$ cat src/logic/fsr_consts.vh
// constants for the flash suspend/resume sequencer
// assumes a 10 ns system clock; included by fsr_core.v only
`ifndef FSR_CONSTS_VH
`define FSR_CONSTS_VH

// command bytes
`define FSR_CMD_ERS_SUSPEND  8'h75
`define FSR_CMD_ERS_RESUME   8'h7a
`define FSR_CMD_PGM_SUSPEND  8'h85
`define FSR_CMD_PGM_RESUME   8'h8a
`define FSR_CMD_PARAM_READ   8'h5a

// suspend-timing parameter dword, bit 8 reserved and reads one
`define FSR_PARAM_DW12       32'h451883ec

// latency encodings carried in the dword
`define FSR_ERS_LAT_COUNT    5'h05
`define FSR_PGM_LAT_COUNT    5'h04
`define FSR_PGM_LAT_UNITS    2'h2
`define FSR_RES_INTERVAL_CNT 4'h1

// timing: figures in ns, counts in system clocks
`define FSR_CLK_NS           10
`define FSR_ERS_SUSP_LAT_NS  48000
`define FSR_PGM_SUSP_LAT_NS  40000
// 48 us and 40 us expressed as counts of the 10 ns clock
`define FSR_ERS_SUSP_CYC     13'h12c0
`define FSR_PGM_SUSP_CYC     13'h0fa0

// fields and widths
`define FSR_CNT_W            13
`define FSR_BITCNT_W         6

// reset values
`define FSR_CNT_RST          13'h0000
`define FSR_BYTE_RST         8'h00

`endif

$ cat src/logic/fsr_core.v
// suspend/resume sequencer of the serial flash: spi command decode,
// suspend latency timing and the suspend-timing parameter read
// assumes sck, cs_n and mosi are asynchronous pins (spi mode 0) and that
// erase_active / program_active come from the array engine on clk
`timescale 1ns/100ps
`include "fsr_consts.vh"

// Function
// - erase suspended state reached no later than 48 us after 75h
// - program suspended state reached no later than 40 us after 85h
// - byte 75h decodes as erase suspend
// - byte 7Ah decodes as erase resume
// - parameter read returns dword 45_18_83_EC, bit 8 set
// - byte 85h decodes as program suspend
// - byte 8Ah decodes as program resume
module fsr_core #(
  parameter [`FSR_CNT_W-1:0] ERS_SUSP_CYC = `FSR_ERS_SUSP_CYC
) (
  // system
  input  wire clk,
  input  wire nrst,
  // spi link
  input  wire sck,
  input  wire cs_n,
  input  wire mosi,
  output reg  miso,
  output reg  miso_oe,
  // array engine
  input  wire erase_active,
  input  wire program_active,
  output reg  erase_hold,
  output reg  program_hold,
  // status
  output reg  erase_suspended,
  output reg  program_suspended
);

  // sequencer states: pending waits out the latency, suspended waits for resume
  localparam [2:0] ST_IDLE     = 3'h0;
  localparam [2:0] ST_ERS_PEND = 3'h1;
  localparam [2:0] ST_ERS_SUSP = 3'h2;
  localparam [2:0] ST_PGM_PEND = 3'h3;
  localparam [2:0] ST_PGM_SUSP = 3'h4;

  // program latency is fixed; only the erase one is a parameter for short benches
  localparam [`FSR_CNT_W-1:0] PGM_SUSP_CYC = `FSR_PGM_SUSP_CYC;
  localparam [31:0]           PARAM_DW     = `FSR_PARAM_DW12;

  // one decoded command strobe matched against an opcode
  function fsr_cmd_hit;
    input       valid;
    input [7:0] got;
    input [7:0] want;
    begin
      fsr_cmd_hit = valid && (got == want);
    end
  endfunction

  // the dword leaves its low byte first, each byte msb first, so the
  // shift register is loaded with the bytes in reverse order
  function [31:0] fsr_wire_order;
    input [31:0] dw;
    begin
      fsr_wire_order = {dw[7:0], dw[15:8], dw[23:16], dw[31:24]};
    end
  endfunction

  ////////////////////////////////////////////////////////////////////////
  // pin synchronisers
  reg  [2:0]              sck_s;
  reg  [1:0]              cs_s;
  reg  [1:0]              mosi_s;
  reg                     cs_d;
  reg  [7:0]              shift_in;
  reg  [`FSR_BITCNT_W-1:0] bit_cnt;
  reg  [31:0]             shift_out;
  reg                     reading;
  reg  [7:0]              cmd;
  reg                     cmd_valid;
  reg  [2:0]              state;
  reg  [`FSR_CNT_W-1:0]   lat_cnt;

  wire sck_rise = sck_s[1] & ~sck_s[2];
  wire sck_fall = ~sck_s[1] & sck_s[2];
  wire cs_low   = ~cs_s[1];
  wire cs_rise  = cs_s[1] & ~cs_d;

  // only the second stage and later taps feed edge logic
  always @(posedge clk) begin
    if (!nrst) begin
      sck_s  <= 3'h0;
      cs_s   <= 2'h3;
      mosi_s <= 2'h0;
      cs_d   <= 1'b1;
    end else begin
      sck_s  <= {sck_s[1:0], sck};
      cs_s   <= {cs_s[0], cs_n};
      mosi_s <= {mosi_s[0], mosi};
      cs_d   <= cs_s[1];
    end
  end

  ////////////////////////////////////////////////////////////////////////
  // command shifter: msb first, sampled on sck rise
  // a command byte counts only when cs rises after exactly eight bits,
  // so partial or longer frames never trigger a suspend or resume
  always @(posedge clk) begin
    if (!nrst) begin
      shift_in  <= `FSR_BYTE_RST;
      bit_cnt   <= {`FSR_BITCNT_W{1'b0}};
      cmd       <= `FSR_BYTE_RST;
      cmd_valid <= 1'b0;
    end else begin
      cmd_valid <= 1'b0;
      if (!cs_low) begin
        bit_cnt <= {`FSR_BITCNT_W{1'b0}};
        if (cs_rise && bit_cnt == 6'd8) begin
          cmd       <= shift_in;
          cmd_valid <= 1'b1;
        end
      end else if (sck_rise) begin
        shift_in <= {shift_in[6:0], mosi_s[1]};
        if (bit_cnt != {`FSR_BITCNT_W{1'b1}})
          bit_cnt <= bit_cnt + 6'd1;
      end
    end
  end

  ////////////////////////////////////////////////////////////////////////
  // parameter read: after opcode 5ah the dword leaves low byte first,
  // each byte msb first, shifted on sck fall
  always @(posedge clk) begin
    if (!nrst) begin
      shift_out <= 32'h00000000;
      reading   <= 1'b0;
      miso      <= 1'b0;
      miso_oe   <= 1'b0;
    end else begin
      miso_oe <= cs_low & reading;
      if (!cs_low) begin
        reading <= 1'b0;
      end else if (sck_rise && bit_cnt == 6'd7 &&
                   {shift_in[6:0], mosi_s[1]} == `FSR_CMD_PARAM_READ) begin
        reading   <= 1'b1;
        shift_out <= fsr_wire_order(PARAM_DW);
      end else if (sck_fall && reading) begin
        miso      <= shift_out[31];
        shift_out <= {shift_out[30:0], 1'b0};
      end
    end
  end

  ////////////////////////////////////////////////////////////////////////
  // suspend sequencer
  // the hold goes out at once; the suspended flag waits the full latency
  // so the engine always has its worst-case time to reach a safe point
  always @(posedge clk) begin
    if (!nrst) begin
      state             <= ST_IDLE;
      lat_cnt           <= `FSR_CNT_RST;
      erase_hold        <= 1'b0;
      program_hold      <= 1'b0;
      erase_suspended   <= 1'b0;
      program_suspended <= 1'b0;
    end else begin
      case (state)
        ST_IDLE: begin
          if (fsr_cmd_hit(cmd_valid, cmd, `FSR_CMD_ERS_SUSPEND) && erase_active) begin
            state      <= ST_ERS_PEND;
            lat_cnt    <= ERS_SUSP_CYC - 13'h0001;
            erase_hold <= 1'b1;
          end else if (fsr_cmd_hit(cmd_valid, cmd, `FSR_CMD_PGM_SUSPEND) && program_active) begin
            state        <= ST_PGM_PEND;
            lat_cnt      <= PGM_SUSP_CYC - 13'h0001;
            program_hold <= 1'b1;
          end
        end
        ST_ERS_PEND: begin
          if (lat_cnt == `FSR_CNT_RST) begin
            state           <= ST_ERS_SUSP;
            erase_suspended <= 1'b1;
          end else begin
            lat_cnt <= lat_cnt - 13'd1;
          end
        end
        ST_ERS_SUSP: begin
          if (fsr_cmd_hit(cmd_valid, cmd, `FSR_CMD_ERS_RESUME)) begin
            state           <= ST_IDLE;
            erase_hold      <= 1'b0;
            erase_suspended <= 1'b0;
          end
        end
        ST_PGM_PEND: begin
          if (lat_cnt == `FSR_CNT_RST) begin
            state             <= ST_PGM_SUSP;
            program_suspended <= 1'b1;
          end else begin
            lat_cnt <= lat_cnt - 13'd1;
          end
        end
        ST_PGM_SUSP: begin
          if (fsr_cmd_hit(cmd_valid, cmd, `FSR_CMD_PGM_RESUME)) begin
            state             <= ST_IDLE;
            program_hold      <= 1'b0;
            program_suspended <= 1'b0;
          end
        end
        default: begin
          state <= ST_IDLE;
        end
      endcase
    end
  end

endmodule

$ cat config.mk
export PLATFORM = sky130hd
export DESIGN_NAME = fsr_core
export DESIGN_NICKNAME = d
export VERILOG_FILES = /design/src/logic/fsr_core.v
export VERILOG_INCLUDE_DIRS = /design/src /design/src/logic
export SDC_FILE = /design/constraint.sdc
export NUM_CORES = 1
export LEC_CHECK = 0
export BUFFER_PORTS_ARGS = -buffer_cell sky130_fd_sc_hd__buf_4
export CAP_MARGIN = 10
export CORE_MARGIN = 2
export CORE_UTILIZATION = 44
export CTS_BUF_LIST = sky130_fd_sc_hd__clkbuf_2 sky130_fd_sc_hd__clkbuf_4 sky130_fd_sc_hd__clkbuf_8
export DETAILED_ROUTE_END_ITERATION = 10
export MAX_ROUTING_LAYER = met4
export PLACE_DENSITY_LB_ADDON = 0.25
export SYNTH_ARGS = -nofsm -noshare
export SYNTH_HDL_FRONTEND = slang
export SYNTH_SLANG_ARGS = --single-unit
$ cat constraint.sdc
create_clock -name clk -period 2.85 [get_ports clk]
set_input_delay 0.7125 -clock clk [delete_from_list [all_inputs] [get_ports clk]]
set_output_delay 0.7125 -clock clk [all_outputs]
set_load 0.01 [all_outputs]
# Word-level counts from Yosys, hierarchy flattened
# Index checks and enable logic that the tools add are counted.
[totals] elab_cells=107 output_inout_bits=6 inputBits=7 reg_bits=86
[classes] n_eq_ne=21 n_mux=24 bitwise_logic=10 add_sub_neg=2 n_reduce_logical=32
[ops] cell="$mux 32" n=2
[ops] cell="$mux 13" n=3
[ops] cell="$pmux 13 s2" n=1
[ops] cell="$eq 8x7->1 const B" n=3
[ops] cell="$mux 3" n=6
[ops] cell="$eq 8x8->1 const B" n=2
[ops] cell="$ne 2x2->1 const B" n=8
[ops] cell="$pmux 3 s5" n=1
[ops] cell="$reduce_and 3->1" n=5
[ops] cell="$logic_not 13->1" n=1
[ops] cell="$sub 13x1->13 const B" n=1
[ops] cell="$reduce_bool 2->1" n=6
[ops] cell="$logic_and 1x1->1" n=10
[ops] cell="$reduce_and 2->1" n=5
[ops] cell="$pmux 1 s2" n=4
[ops] cell="$mux 1" n=7
[ops] cell="$add 6x1->6 const B" n=1
[ops] cell="$eq 3x2->1 const B" n=2
[ops] cell="$eq 6x3->1 const B" n=1
[ops] cell="$eq 6x4->1 const B" n=1
[ops] cell="$ne 6x6->1 const B" n=1
[ops] cell="$not 1->1" n=6
[ops] cell="$reduce_and 5->1" n=1
[ops] cell="$and 1x1->1" n=4
[ops] cell="6 further kinds" n=7

# Logic depth before layout (Yosys ltp)
[depth] ltp_word=6 ltp_mapped=8 depth_no_buf=7

# Worst setup path before layout
# OpenSTA, ideal clock, no wires.
[synth_timing] path_kind="flip-flop to flip-flop" start="register lat_cnt[6]" end="register lat_cnt[4]" required_time_ns=2.731 stages_incl_launch_ff=6 path_slack_ns=0.783 synth_period_minus_slack_ns=2.067 path_buffers=0 setup_time_ns=0.119 t_arrival_ns=1.949 cell_sequence="dfxtp_1 -> or4_4 -> o41a_1 -> a21oi_2 -> nor2_1 -> o221a_2"
[synth_via] elab_chain_cells=3
[synth_lines] element="from (decl)" line_no="fsr_core.v:81" rtl="reg [`FSR_CNT_W-1:0] lat_cnt;"
[synth_lines] element="from (signal assigned)" line_no="fsr_core.v:160" rtl="lat_cnt <= `FSR_CNT_RST;"
[synth_lines] element="from (signal assigned)" line_no="fsr_core.v:170" rtl="lat_cnt <= ERS_SUSP_CYC - 13'h0001;"
[synth_lines] element="from (signal assigned)" line_no="fsr_core.v:174" rtl="lat_cnt <= PGM_SUSP_CYC - 13'h0001;"
[synth_lines] element="$logic_not 13->1 (no line)"
[synth_lines] element="$ne 2x2->1 (no line)"
[synth_lines] element="$reduce_and 3->1 (no line)"
# No other way between the ends.
# A chain may end at the register's enable or synchronous reset.

# Worst setup path after layout
# Same ends and word-level chain as after synthesis.

==> impl_metrics.yaml <==
synthesis:
  synth_top_family_by_area: "simple AND/OR/NAND/NOR gates"
  synthSimpleGateAreaFrac_pct: 20.4
  synthAdderAreaFrac_pct: 1.45
  synth.area.mux_share_pct: 2.62
  synth_edf_count: 0
  synth_fp_nets: 382
  synthArstFlopShare_pct: 0
  syn_inst: 371
  ys_ff_latch: 86
  synth_xor_xnor_area_share_pct: 1.78
  yosys_warnings: 0
  ys_seq_area_share_pct: 50.0
  syn_area_mm2: 0.00344
  ys.flop_type: "dfxtp_1"
  avgSynthCellArea_um2: 9.27
  synth_compound_area_share_pct: 20.2
  netlist-cell-type-count: 49
worst_setup_path:
  end_kind: "flop"
  start_kind: "flop"
  worstPathMaxFanout: 11
  crit_start: "lat_cnt[6]"
  critical_path_arrival_ns: 2.70
  rr_worst_depth: 5
  path_class: "reg2reg"
  regToRegStartpoint: "lat_cnt[6]"
  rr_endpoint: "lat_cnt[4]"
  r2r_setup_slack_ns: 0.40
  cp.required_ns: 3.11
  worstSetupEndpoint: "lat_cnt[4]"
power_and_ir_drop:
  power_switching_mw: 0.488
  p_leak_nw: 1.45
  power.internal_mw: 1.72
  p_seq_share_pct: 54.7
  p_clk_share_pct: 43.7
  p_sw_share_pct: 22.1
  irDropWorstVdd_mv: 0.354
  combPwrFrac_pct: 1.7
  powerDensity_mw_per_mm2: 576
floorplanning:
  die_y_um: 92.4
  die_w_um: 92.4
  start_util_pct: 45.0
  io_pins: 13
  core_area_mm2: 0.00765
  die_area_mm2: 0.00854
  fp-row-count: 32
cells_and_area:
  fin_area_mm2: 0.00384
  area_growth_syn_to_layout_pct: 11.6
  final_core_util_pct: 50.2
  final_cell_mix: "dfxtp_1 (86), nor2_1 (55), nand2_1 (22)"
  nNetsFinal: 388
  final_common_cell: "dfxtp_1"
  drive_above_1_share_pct: 14.4
  antenna_cells: 0
placed_design:
  numPortBuffers: 12
  gp_congestion: 0.852
  place_area_mm2: 0.00361
  hpwl_mm: 4.46
sta:
  fmax_ghz: 0.409
  rsz0062_at_grt: "false"
  hold_viol_final: 0
  slew_violations: 0
  tns_ns: 0
  period_share_pct: 85.8
  setup_viol_count_final: 0
  fin_crit_ns: 2.45
  tightestPinTransition_ns: 0.653
  relSlewSlack_pct: 56.3
  clock_skew_ns: 0.0115
detailed_routing:
  drt-pass1-iter-count: 4
  vias: 2728
  routed_via_density: 5.64
  wire_per_inst_um: 14.1
  ant_nets: 0
  wl_mm: 6.82
  drt_iter0_drc: 187
  drcViolationCount: 0
clock_network:
  cts_buffers: 9
  cts_sinks: 86
  htreeDepth: 3
  insertion_delay_ns: 0.36
  clockBufferDepth: 2
  cts_setup_buffers: 0
  cts_tree: "yes"
  cts_resized: 0
  cts_hold_buf: 0
  clockRootBuffer: "clkbuf_8"
  path_clk_slew_ns: 0.09
run:
  drv_cap: 0
global_routing:
  grtUsageTotal_pct: 17.7
  overflow: 0
  antenna_found_initial: 0
  grt_pass1_vias: 2582
  grt_pass1_wl_mm: 11.9
  grt_max_degree: 33
run_status:
  status: "finished clean"
hold_path:
  holdCritPathClass: "reg2reg"
-- worst max-delay path, cell delays in order (launching register included) --
cell,delay [ns]
dfxtp_1,0.37
or4_4,0.58
o41a_1,0.60
a21oi_2,0.41
nor2_1,0.09
o221a_2,0.28
-- through the flow --
stage | setup WS [ns] | hold WS (ns) | cells | power (mW)
final | 0.405 | 0.406 | 484 | 2.21
after global routing | 0.292 | 0.447 | 484 | 2.30
after CTS | 0.422 | 0.408 | 484 | 2.24
after detailed placement | 0.445 | 0.394 | 468 | 1.27
after global placement | 0.471 | 0.388 | 468 | 1.27
after floorplan | 0.783 | 0.386 | 371 | 1.26
-- cells in the mapped netlist, drive strengths merged (2+ instances only) --
master   n  share of area, %
dfxtp   86                50
nor2    55               6.0
nand2   22               2.4
clkbuf  21               2.3
a22oi   19               4.1
a21oi   18               2.7
o21ai   17               2.5
o221a   13               4.3
mux2i    9               2.6
nand3    9               1.3
nor4     9               1.6
and2     8               1.5
inv      8              0.87
nand2b   8               1.5
a31oi    6               1.1
nor3     5              0.73
or4      5               1.2
ha       4               1.5
nand4    4              0.73
xnor2    4               1.0
a21o     3              0.65
o21a     3              0.65
xor2     3              0.76
a211oi   2              0.44
and3     2              0.36
and4     2              0.51
nor4b    2              0.51
o22ai    2              0.36
o311ai   2              0.51
o31ai    2              0.44
o41ai    2              0.73
or2      2              0.36
or4b     2              0.58
-- power by group through the flow --
stage	registers (mW)	logic (mW)	clock network (mW)
CTS	1.21	0.0370	0.993
global route	1.21	0.0408	1.04
global placement	1.24	0.0365	0
detailed placement	1.24	0.0367	0
finish	1.21	0.0367	0.965
floorplan	1.24	0.0257	0
-- cell type report --
| class | count | area, um2 |
|---|---|---|
| Clock buffer | 9 | 124 |
| Clock inverter | 7 | 104 |
| Fill cell | 707 | 3810 |
| Inverter | 8 | 30.0 |
| Multi-Input combinational cell | 255 | 1610 |
| Sequential cell | 86 | 1720 |
| Tap cell | 102 | 128 |
| Timing Repair Buffer | 17 | 128 |
-- how the worst min path moves through the flow --
| stage | cells past startpoint | endpoint | start | slack, ns |
|---|---|---|---|---|
| final | 1 | cs_s[1] | cs_s[0] | 0.41 |
| after global routing | 1 | cs_s[1] | cs_s[0] | 0.45 |
| after CTS | 1 | cs_s[1] | cs_s[0] | 0.41 |
| after detailed placement | 1 | cs_s[1] | cs_s[0] | 0.39 |
| after global placement | 1 | cs_s[1] | cs_s[0] | 0.39 |
| after floorplan | 1 | cs_s[1] | cs_s[0] | 0.39 |
-- state kept, by name, indices dropped and copies added, names as in the netlist, 2 cells and up --
name / flops
mosi_s: 2
cs_s: 2
cmd: 8
sck_s: 3
shift_in: 8
bit_cnt: 6
state: 3
shift_out: 32
lat_cnt: 13
-- routing by layer --
metal | up-vias | track usage (%) | wire (um)
met5 | - | - | 0
met4 | 0 | 7.34 | 147
met3 | 15 | 4.15 | 274
met2 | 67 | 27.6 | 3060
met1 | 1277 | 22.2 | 3340
li1 | 1369 | - | -
-- cell families after synthesis --
kind of cell | after synthesis
buffers and inverters | 30
DFF | 86
AOI/OAI and AO/OA | 95
adders and majority gates | 4
and+or+nand+nor | 140
muxes | 9
xor gates and xnor gates | 7
Power figures use the tool's default switching activity.
